[src/logic/dpm_consts.vh]
// Constants for the diagnostic pin mode mux
`ifndef DPM_CONSTS_VH
`define DPM_CONSTS_VH
// Node select field widths
`define DPM_NODE_W 8
`define DPM_SEL_W 3
`define DPM_SEL_A_LSB 0
`define DPM_SEL_B_LSB 3
`define DPM_SHIFT_W 6
// Pin configuration codes per user I/O
`define DPM_CFG_W 2
`define DPM_CFG_IN 2'h0
`define DPM_CFG_OUT 2'h1
`define DPM_CFG_TRI 2'h2
`define DPM_CFG_BIDIR 2'h3
// Register indices
`define DPM_ADDR_W 4
`define DPM_REG_CTRL 4'h0
`define DPM_REG_CFG 4'h1
`define DPM_REG_UDATA 4'h2
`define DPM_REG_UOE 4'h3
`define DPM_REG_STAT 4'h4
`define DPM_REG_SEL 4'h5
`define DPM_REG_UIN 4'h6
`define DPM_REG_FUSE 4'h7
// Control bit positions
`define DPM_CTRL_USED_LSB 0
`define DPM_CTRL_CLKIO 5
// Fuse key that must be written to blow the probe fuse
`define DPM_FUSE_KEY 32'h00000a5a
// Multifunction pin count plus clock pin
`define DPM_NPINS 5
`define DPM_PIN_DIAG_CLOCK_IN 0
`define DPM_PIN_SDI 1
`define DPM_PIN_PRA 2
`define DPM_PIN_PRB 3
`define DPM_PIN_CLK 4
`endif

[src/logic/dpm_pin_mux.v]
// Diagnostic pin mode mux: multifunction pins, probes, clock pin and user I/O
// What this block does
// - With the mode pin high, clock, serial input and both probe pins take diagnostic roles.
// - With the mode pin low, those four pins are ordinary user I/Os.
// - Each probe output shows its selected internal node, registered one cycle late.
// - A one-way fuse turns off probing on both probe pins until the next reset.
// - The diagnostic clock clocks probe selection, only while mode is high.
// - The serial input carries select data, only while mode is high.
// - The global clock input is buffered before reaching the logic.
// - The global clock pin may serve as a user I/O instead.
// - Each user I/O is input, output, three-state or bidirectional.
// - Unused user I/Os drive low.
// - After debugging, probe pins may be reused as user I/Os.
// - Once the security fuse is set, diagnostic access is refused until the next reset.
// - Probe pins as user I/Os behave like all other user I/Os.
`include "dpm_consts.vh"
`timescale 1ns/1ps
`default_nettype none
module dpm_pin_mux (
   input wire sys_clk_i,
   input wire rst_i,
   input wire clk_en_i,
   input wire mode_i,
   input wire [`DPM_NPINS-1:0] pad_i,
   output wire [`DPM_NPINS-1:0] pad_o,
   output wire [`DPM_NPINS-1:0] pad_oe_o,
   input wire [`DPM_NODE_W-1:0] node_i,
   output reg gclk_o,
   output reg [`DPM_NPINS-1:0] user_in_o,
   input wire [`DPM_ADDR_W-1:0] addr_i,
   input wire [31:0] wdata_i,
   input wire wr_i,
   input wire rd_i,
   output reg [31:0] rdata_o
);
   wire [`DPM_NPINS-1:0] pad_s;
   wire mode_s;
   reg [`DPM_NPINS-1:0] used_q;
   reg clkio_q;
   reg [`DPM_CFG_W*`DPM_NPINS-1:0] cfg_q;
   reg [`DPM_NPINS-1:0] udata_q;
   reg [`DPM_NPINS-1:0] uoe_q;
   reg fuse_q;
   reg [`DPM_SHIFT_W-1:0] sel_q;
   reg diag_clock_in_prev_q;
   reg [`DPM_NPINS-1:0] mux_o;
   reg [`DPM_NPINS-1:0] mux_oe;
   reg [`DPM_NPINS-1:0] byp;
   reg diag_q;
   wire diag_on;
   wire diag_clock_in_rise;
   wire [`DPM_NPINS-1:0] buf_o;
   wire [`DPM_NPINS-1:0] buf_oe;
   reg [`DPM_NPINS-1:0] pad_q;
   reg [`DPM_NPINS-1:0] pad_oe_q;

   dpm_sync #(.W(`DPM_NPINS + 1)) u_sync (
      .sys_clk_i(sys_clk_i),
      .rst_i(rst_i),
      .en_i(clk_en_i),
      .d_i({mode_i, pad_i}),
      .q_o({mode_s, pad_s})
   );

   // Node picked by a select field
   function pick;
      input [`DPM_NODE_W-1:0] nodes;
      input [`DPM_SEL_W-1:0] sel;
      begin
         pick = nodes[sel];
      end
   endfunction

   assign diag_on = mode_s & ~fuse_q;
   assign diag_clock_in_rise = pad_s[`DPM_PIN_DIAG_CLOCK_IN] & ~diag_clock_in_prev_q;

   // Register writes and diagnostic shift
   always @(posedge sys_clk_i or posedge rst_i) begin
      if (rst_i) begin
         used_q <= {`DPM_NPINS{1'b0}};
         clkio_q <= 1'b0;
         cfg_q <= {`DPM_CFG_W*`DPM_NPINS{1'b0}};
         udata_q <= {`DPM_NPINS{1'b0}};
         uoe_q <= {`DPM_NPINS{1'b0}};
         fuse_q <= 1'b0;
         sel_q <= {`DPM_SHIFT_W{1'b0}};
         diag_clock_in_prev_q <= 1'b0;
         diag_q <= 1'b0;
      end else if (clk_en_i) begin
         diag_clock_in_prev_q <= pad_s[`DPM_PIN_DIAG_CLOCK_IN];
         diag_q <= diag_on;
         if (wr_i) begin
            case (addr_i)
               `DPM_REG_CTRL: begin
                  used_q <= wdata_i[`DPM_CTRL_USED_LSB +: `DPM_NPINS];
                  clkio_q <= wdata_i[`DPM_CTRL_CLKIO];
               end
               `DPM_REG_CFG: cfg_q <= wdata_i[`DPM_CFG_W*`DPM_NPINS-1:0];
               `DPM_REG_UDATA: udata_q <= wdata_i[`DPM_NPINS-1:0];
               `DPM_REG_UOE: uoe_q <= wdata_i[`DPM_NPINS-1:0];
               `DPM_REG_FUSE: begin
                  if (wdata_i == `DPM_FUSE_KEY) begin
                     fuse_q <= 1'b1;
                  end
               end
               default: ;
            endcase
         end
         if (diag_on && diag_clock_in_rise) begin
            sel_q <= {sel_q[`DPM_SHIFT_W-2:0], pad_s[`DPM_PIN_SDI]};
         end
      end
   end

   generate
      genvar gi;
      for (gi = 0; gi < `DPM_NPINS; gi = gi + 1) begin : g_buf
         // same buffer for every user pin
         dpm_iobuf u_buf (
            .sys_clk_i(sys_clk_i),
            .rst_i(rst_i),
            .en_i(clk_en_i),
            .used_i(used_q[gi]),
            .cfg_i(cfg_q[`DPM_CFG_W*gi +: `DPM_CFG_W]),
            .dout_i(udata_q[gi]),
            .oe_i(uoe_q[gi]),
            .pad_o(buf_o[gi]),
            .pad_oe_o(buf_oe[gi])
         );
      end
   endgenerate

   always @* begin
      mux_o = buf_o;
      mux_oe = buf_oe;
      byp = {`DPM_NPINS{1'b0}};
      if (diag_q) begin
         // diagnostic roles; clock and serial pins become inputs
         mux_oe[`DPM_PIN_DIAG_CLOCK_IN] = 1'b0;
         mux_oe[`DPM_PIN_SDI] = 1'b0;
         mux_o[`DPM_PIN_PRA] = pick(node_i, sel_q[`DPM_SEL_A_LSB +: `DPM_SEL_W]);
         mux_o[`DPM_PIN_PRB] = pick(node_i, sel_q[`DPM_SEL_B_LSB +: `DPM_SEL_W]);
         mux_oe[`DPM_PIN_PRA] = 1'b1;
         mux_oe[`DPM_PIN_PRB] = 1'b1;
         byp[`DPM_PIN_DIAG_CLOCK_IN] = 1'b1;
         byp[`DPM_PIN_SDI] = 1'b1;
         byp[`DPM_PIN_PRA] = 1'b1;
         byp[`DPM_PIN_PRB] = 1'b1;
      end
      if (!clkio_q) begin
         // Clock pin kept as input when it clocks the array
         mux_oe[`DPM_PIN_CLK] = 1'b0;
         byp[`DPM_PIN_CLK] = 1'b1;
      end
   end

   // Pad drive and buffered clock, all registered; probes lag node by one cycle
   always @(posedge sys_clk_i or posedge rst_i) begin
      if (rst_i) begin
         pad_q <= {`DPM_NPINS{1'b0}};
         pad_oe_q <= {`DPM_NPINS{1'b0}};
         gclk_o <= 1'b0;
         user_in_o <= {`DPM_NPINS{1'b0}};
      end else if (clk_en_i) begin
         pad_q <= mux_o;
         pad_oe_q <= mux_oe;
         gclk_o <= clkio_q ? 1'b0 : pad_s[`DPM_PIN_CLK];
         user_in_o <= pad_s & ~byp;
      end
   end

   assign pad_o = pad_q;
   assign pad_oe_o = pad_oe_q;

   // Read port, data one cycle after strobe
   always @(posedge sys_clk_i or posedge rst_i) begin
      if (rst_i) begin
         rdata_o <= 32'h00000000;
      end else if (clk_en_i) begin
         rdata_o <= 32'h00000000;
         if (rd_i) begin
            case (addr_i)
               `DPM_REG_CTRL: rdata_o <= {26'h0, clkio_q, used_q};
               `DPM_REG_CFG: rdata_o <= {22'h0, cfg_q};
               `DPM_REG_UDATA: rdata_o <= {27'h0, udata_q};
               `DPM_REG_UOE: rdata_o <= {27'h0, uoe_q};
               `DPM_REG_STAT: rdata_o <= {29'h0, fuse_q, diag_q, mode_s};
               `DPM_REG_SEL: rdata_o <= {26'h0, sel_q};
               `DPM_REG_UIN: rdata_o <= {27'h0, pad_s};
               `DPM_REG_FUSE: rdata_o <= {31'h0, fuse_q};
               default: rdata_o <= 32'h00000000;
            endcase
         end
      end
   end
endmodule
`default_nettype wire

[src/logic/dpm_sync.v]
// Two-stage synchroniser for pin inputs
`timescale 1ns/1ps
`default_nettype none
module dpm_sync #(
   parameter W = 1
) (
   input wire sys_clk_i,
   input wire rst_i,
   input wire en_i,
   input wire [W-1:0] d_i,
   output reg [W-1:0] q_o
);
   reg [W-1:0] meta_q;
   always @(posedge sys_clk_i or posedge rst_i) begin
      if (rst_i) begin
         meta_q <= {W{1'b0}};
         q_o <= {W{1'b0}};
      end else if (en_i) begin
         meta_q <= d_i;
         q_o <= meta_q;
      end
   end
endmodule
`default_nettype wire

[src/logic/dpm_iobuf.v]
// One configurable user I/O buffer
`include "dpm_consts.vh"
`timescale 1ns/1ps
`default_nettype none
module dpm_iobuf (
   input wire sys_clk_i,
   input wire rst_i,
   input wire en_i,
   input wire used_i,
   input wire [`DPM_CFG_W-1:0] cfg_i,
   input wire dout_i,
   input wire oe_i,
   output reg pad_o,
   output reg pad_oe_o
);
   reg o_d;
   reg oe_d;
   always @* begin
      o_d = 1'b0;
      oe_d = 1'b0;
      if (!used_i) begin
         oe_d = 1'b1;
      end else begin
         case (cfg_i)
            `DPM_CFG_IN: oe_d = 1'b0;
            `DPM_CFG_OUT: begin
               o_d = dout_i;
               oe_d = 1'b1;
            end
            `DPM_CFG_TRI, `DPM_CFG_BIDIR: begin
               o_d = dout_i;
               oe_d = oe_i;
            end
            default: oe_d = 1'b0;
         endcase
      end
   end
   always @(posedge sys_clk_i or posedge rst_i) begin
      if (rst_i) begin
         pad_o <= 1'b0;
         pad_oe_o <= 1'b1;
      end else if (en_i) begin
         pad_o <= o_d;
         pad_oe_o <= oe_d;
      end
   end
endmodule
`default_nettype wire

[config.mk]
export PLATFORM = sky130hd
export DESIGN_NAME = dpm_pin_mux
export DESIGN_NICKNAME = d
export VERILOG_FILES = /design/src/logic/dpm_pin_mux.v /design/src/logic/dpm_sync.v /design/src/logic/dpm_iobuf.v
export VERILOG_INCLUDE_DIRS = /design/src /design/src/logic
export SDC_FILE = /design/constraint.sdc
export NUM_CORES = 1
export LEC_CHECK = 0
export BUFFER_PORTS_ARGS = -buffer_cell sky130_fd_sc_hd__buf_2
export CORE_MARGIN = 2
export CORE_UTILIZATION = 45
export CTS_CLUSTER_DIAMETER = 150
export CTS_CLUSTER_SIZE = 40
export DETAILED_ROUTE_END_ITERATION = 12
export PLACE_DENSITY = 0.81
export SLEW_MARGIN = 20
export SYNTH_ARGS = -nofsm -noshare
export SYNTH_HDL_FRONTEND = slang
export SYNTH_SLANG_ARGS = --single-unit
[constraint.sdc]
create_clock -name sys_clk_i -period 8.05 [get_ports sys_clk_i]
set_clock_uncertainty 0.2 [all_clocks]
set_input_delay 2.415 -clock sys_clk_i [delete_from_list [all_inputs] [get_ports sys_clk_i]]
set_output_delay 2.415 -clock sys_clk_i [all_outputs]
set_load 0.03 [all_outputs]
==> impl_metrics.prom <==
# TYPE chip_impl_metric gauge
chip_impl_metric{name="wire_length_of_the_first_global_routing_pass",unit="mm"} 14.4
chip_impl_metric{name="setup_tns",unit="ps"} 0
chip_impl_metric{name="port-buffer-count",unit=""} 80
chip_impl_metric{name="grt.total_usage",unit="%"} 18.8
chip_impl_metric{name="edff_count_synth",unit=""} 0
chip_impl_metric{name="overall_die_height",unit="microns"} 98.5
chip_impl_metric{name="floorplan.io_pins",unit=""} 103
chip_impl_metric{name="critical-path-max-stage-delay",unit="ps"} 550
chip_impl_metric{name="ys.warnings.count",unit=""} 0
chip_impl_metric{name="numClockSinks",unit=""} 83
chip_impl_metric{name="pin_count_of_the_biggest_net_entering_global_routing",unit=""} 84
chip_impl_metric{name="min_period_over_period",unit="%"} 51.7
chip_impl_metric{name="cts_max_level",unit=""} 3
chip_impl_metric{name="share_clk_of_total_power",unit="%"} 29.2
chip_impl_info{name="critical_path.cell_chain",value="buf_2 -> buf_4 -> nand3b_1 -> nor2_1 -> and3_1 -> mux2_2"} 1
chip_impl_metric{name="synth_cells",unit=""} 341
chip_impl_metric{name="whs",unit="ps"} 291
chip_impl_info{name="hold_path_class",value="reg2reg"} 1
chip_impl_metric{name="ff2ff_path_depth",unit=""} 4
chip_impl_metric{name="drive_gt1_share",unit="%"} 37.9
chip_impl_metric{name="floorplan.die.width",unit="microns"} 98.5
chip_impl_metric{name="drt_iter0_drc",unit=""} 201
chip_impl_metric{name="route.final.wire_length",unit="mm"} 8.90
chip_impl_info{name="cts_tree",value="yes"} 1
chip_impl_metric{name="final-max-slew-violation-count",unit=""} 0
chip_impl_metric{name="critPathRequiredTime",unit="ps"} 8090
chip_impl_metric{name="total_power_per_unit_cell_area",unit="mW/mm^2"} 244
chip_impl_metric{name="max_freq",unit="MHz"} 240
chip_impl_info{name="grt_setup_unrepaired",value="no"} 1
chip_impl_metric{name="fp.coreArea",unit="sq mm"} 0.00868
chip_impl_info{name="crit_path_end_kind",value="flip-flop"} 1
chip_impl_info{name="worstSetupStartpointType",value="primary input"} 1
chip_impl_metric{name="seq_power_share",unit="%"} 50.5
chip_impl_info{name="run_status",value="completed"} 1
chip_impl_metric{name="average_footprint_of_a_synthesized_cell",unit="sq um"} 11.8
chip_impl_metric{name="flow.area_growth_from_synthesis",unit="%"} 14.9
chip_impl_metric{name="initial_utilization",unit="%"} 46.3
chip_impl_metric{name="clk-insertion-delay-late",unit="ps"} 350
chip_impl_metric{name="min_period",unit="ps"} 4160
chip_impl_metric{name="via_count_of_the_first_global_routing_pass",unit=""} 2926
chip_impl_metric{name="filler_cell_count",unit=""} 772
chip_impl_metric{name="detailedPlacementHpwl",unit="mm"} 6.48
chip_impl_info{name="clk_root_buffer_cell",value="sky130_fd_sc_hd__clkbuf_8"} 1
chip_impl_info{name="yosys_most_used_dff",value="sky130_fd_sc_hd__dfrtp_1"} 1
chip_impl_metric{name="yosys_register_bits",unit=""} 83
chip_impl_metric{name="relSlewSlack",unit="%"} 51.9
chip_impl_metric{name="num_vias",unit=""} 2923
chip_impl_metric{name="grt_remaining_overflow",unit=""} 0
chip_impl_metric{name="design.die.area",unit="sq mm"} 0.00970
chip_impl_info{name="timing.critical_path.slowest_stage_cell",value="sky130_fd_sc_hd__buf_4"} 1
chip_impl_metric{name="finalSetupViolations",unit=""} 0
chip_impl_metric{name="max_slew.worst_pin.slew",unit="ps"} 721
chip_impl_metric{name="ant_nets",unit=""} 0
chip_impl_metric{name="clock_path_buffers",unit=""} 2
chip_impl_metric{name="worst_ep_arrival_time",unit="ps"} 4200
chip_impl_metric{name="power.share.switching",unit="%"} 30.5
chip_impl_metric{name="static-leakage-power",unit="nW"} 2.17
chip_impl_metric{name="post-layout-total-power",unit="W"} 0.00113
chip_impl_metric{name="hold_depth",unit=""} 1
chip_impl_metric{name="power_switching",unit="W"} 0.000344
chip_impl_metric{name="post_cts_sizing",unit=""} 0
chip_impl_metric{name="post_synth_num_cell_types",unit=""} 45
chip_impl_metric{name="reg_clk_slew_reported_paths",unit="ps"} 80
chip_impl_metric{name="antennaDiodeCount",unit=""} 0
chip_impl_metric{name="drt_first_pass_iters",unit=""} 4
chip_impl_metric{name="vias_per_cell",unit=""} 5.52
chip_impl_metric{name="rows",unit=""} 34
chip_impl_metric{name="finalNetCount",unit=""} 472
chip_impl_metric{name="routedWlPerCell",unit="microns"} 16.8
chip_impl_metric{name="synth-seq-area-share",unit="%"} 51.8
chip_impl_metric{name="asyncSetResetFlopFracSynth",unit="%"} 100
chip_impl_metric{name="cts_buffers",unit=""} 9
chip_impl_metric{name="number_of_antenna_violations_at_the_first_check_in_global_routing",unit=""} 0
chip_impl_metric{name="worst_ir_drop_vdd",unit="mV"} 0.0986
chip_impl_metric{name="finalHoldViolations",unit=""} 0
chip_impl_metric{name="drt_drc_violations_left",unit=""} 0
chip_impl_metric{name="share_comb_of_total_power",unit="%"} 20.3
chip_impl_metric{name="cts_setup_buffers",unit=""} 0
chip_impl_metric{name="synth_area",unit="sq mm"} 0.00402
chip_impl_metric{name="ctsHoldBuffers",unit=""} 0
chip_impl_metric{name="power_report.internal_total",unit="W"} 0.000783
chip_impl_info{name="critPathKind",value="in2reg"} 1
chip_impl_metric{name="max_cap_violations",unit=""} 0
chip_impl_metric{name="critPathMaxFanout",unit=""} 75
chip_impl_metric{name="gp_routability_congestion",unit=""} 0.815
cells in the final DEF (no fill, tap or decap), drive strengths merged, types with 12 or more instances in the layout:
cell | synthesis | routed
mux2i | 14 | 14
dfrtp | 78 | 78
mux2 | 50 | 50
buf | 33 | 82
nor2 | 16 | 16
inv | 29 | 28
o21ai | 19 | 19
clkbuf | 5 | 12
conb | 1 | 22
nand2 | 17 | 17
sequential cells by signal, indices dropped and copies added (netlist names):
| signal | flops |
|---|---|
| diag_clock_in_prev_q | 1 |
| uoe_q | 5 |
| cfg_q | 10 |
| g_buf.u_buf.pad_oe_o | 5 |
| gclk_o | 1 |
| g_buf.u_buf.pad_o | 5 |
| udata_q | 5 |
| fuse_q | 1 |
| u_sync.q_o | 6 |
| used_q | 5 |
| sel_q | 6 |
| u_sync.meta_q | 6 |
| diag_q | 1 |
| rdata_o | 10 |
| pad_o | 5 |
| pad_oe_o | 5 |
| clkio_q | 1 |
| user_in_o | 5 |
worst max-delay path: cells and delay by family:
kind | cells | cell delay, ps
simple gates | 3 | 780
buf+inv | 2 | 620
mux | 1 | 370
worst paths after layout:
kind | slack [ps] | end | from
setup / recovery | 3890 | uoe_q[0] | clk_en_i
hold / removal | 290 | g_buf[4].u_buf.pad_oe_o | used_q[4]
setup reg to reg | 6250 | rdata_o[1] | diag_q
hold reg to reg | 290 | g_buf[4].u_buf.pad_oe_o | used_q[4]
max in group asynchronous | 5120 | rdata_o[7] | rst_i
min in group asynchronous | 2050 | u_sync.q_o[5] | rst_i
synth_stat cells (4+ instances only):
cell type	instances	area, sq um
sky130_fd_sc_hd__nand3_1	4	20.0
sky130_fd_sc_hd__mux2_2	48	541
sky130_fd_sc_hd__o2111ai_1	7	61.3
sky130_fd_sc_hd__dfstp_2	5	131
sky130_fd_sc_hd__nand3b_1	7	52.6
sky130_fd_sc_hd__nor4_1	5	31.3
sky130_fd_sc_hd__mux2i_1	14	140
sky130_fd_sc_hd__nor2b_1	4	25.0
sky130_fd_sc_hd__dfrtp_1	78	1950
sky130_fd_sc_hd__mux4_2	5	113
sky130_fd_sc_hd__buf_2	6	30.0
sky130_fd_sc_hd__nor2_1	16	60.1
sky130_fd_sc_hd__nand2_1	15	56.3
sky130_fd_sc_hd__a31oi_1	8	50.1
sky130_fd_sc_hd__o21ai_0	19	95.1
sky130_fd_sc_hd__o22ai_1	7	43.8
sky130_fd_sc_hd__clkbuf_1	5	18.8
sky130_fd_sc_hd__buf_4	24	180
sky130_fd_sc_hd__inv_1	29	109
area by class of cell:
cell class | count | area (sq um) | share of cell area, %
clock inverter | 4 | 73.8 | 1.60
tap | 108 | 135 | 2.93
sequential | 83 | 2080 | 45.1
inverter | 29 | 110 | 2.38
timing repair buffer | 82 | 419 | 9.08
clock buffer | 12 | 145 | 3.14
multi-input combinational | 212 | 1650 | 35.7
power groups by stage:
stage                     registers [W]  logic, W  clock network (W)
after floorplan                0.000574  0.000162                  0
after global placement         0.000571  0.000222                  0
after detailed placement       0.000576  0.000231                  0
after CTS                      0.000568  0.000232           0.000334
after global routing           0.000580  0.000250           0.000351
final                          0.000569  0.000229           0.000329
per-layer routing:
metal	share of wire, %	routed length (microns)	track usage [%]	vias to the layer above
li1	-	-	-	1327
met1	43	3800	25.2	1474
met2	50	4420	30.5	115
met3	6.5	581	4.33	7
met4	1.2	106	6.53	0
met5	0	0	0	-
stage by stage:
step	area [sq um]	cells	worst slack [ps]	utilization [%]
2_1_floorplan	4100	362	3310	-
3_3_place_gp	4390	514	3570	50.6
3_5_place_dp	4390	514	3520	50.6
4_1_cts	4610	530	3890	53.2
5_1_grt	4620	530	3750	53.2
6_report	4620	530	3890	53.2
kinds of logic after synthesis:
| kind of cell | after synthesis | synth area share, % |
|---|---|---|
| multiplexers | 69 | 20.3 |
| flip-flops | 83 | 51.8 |
| AO/OA/AOI/OAI | 54 | 9.03 |
| buffers and inverters | 67 | 9.06 |
| other | 1 | 0.0933 |
| AND/OR/NAND/NOR | 67 | 9.68 |
No activity file was read; power rests on OpenSTA's default activity.
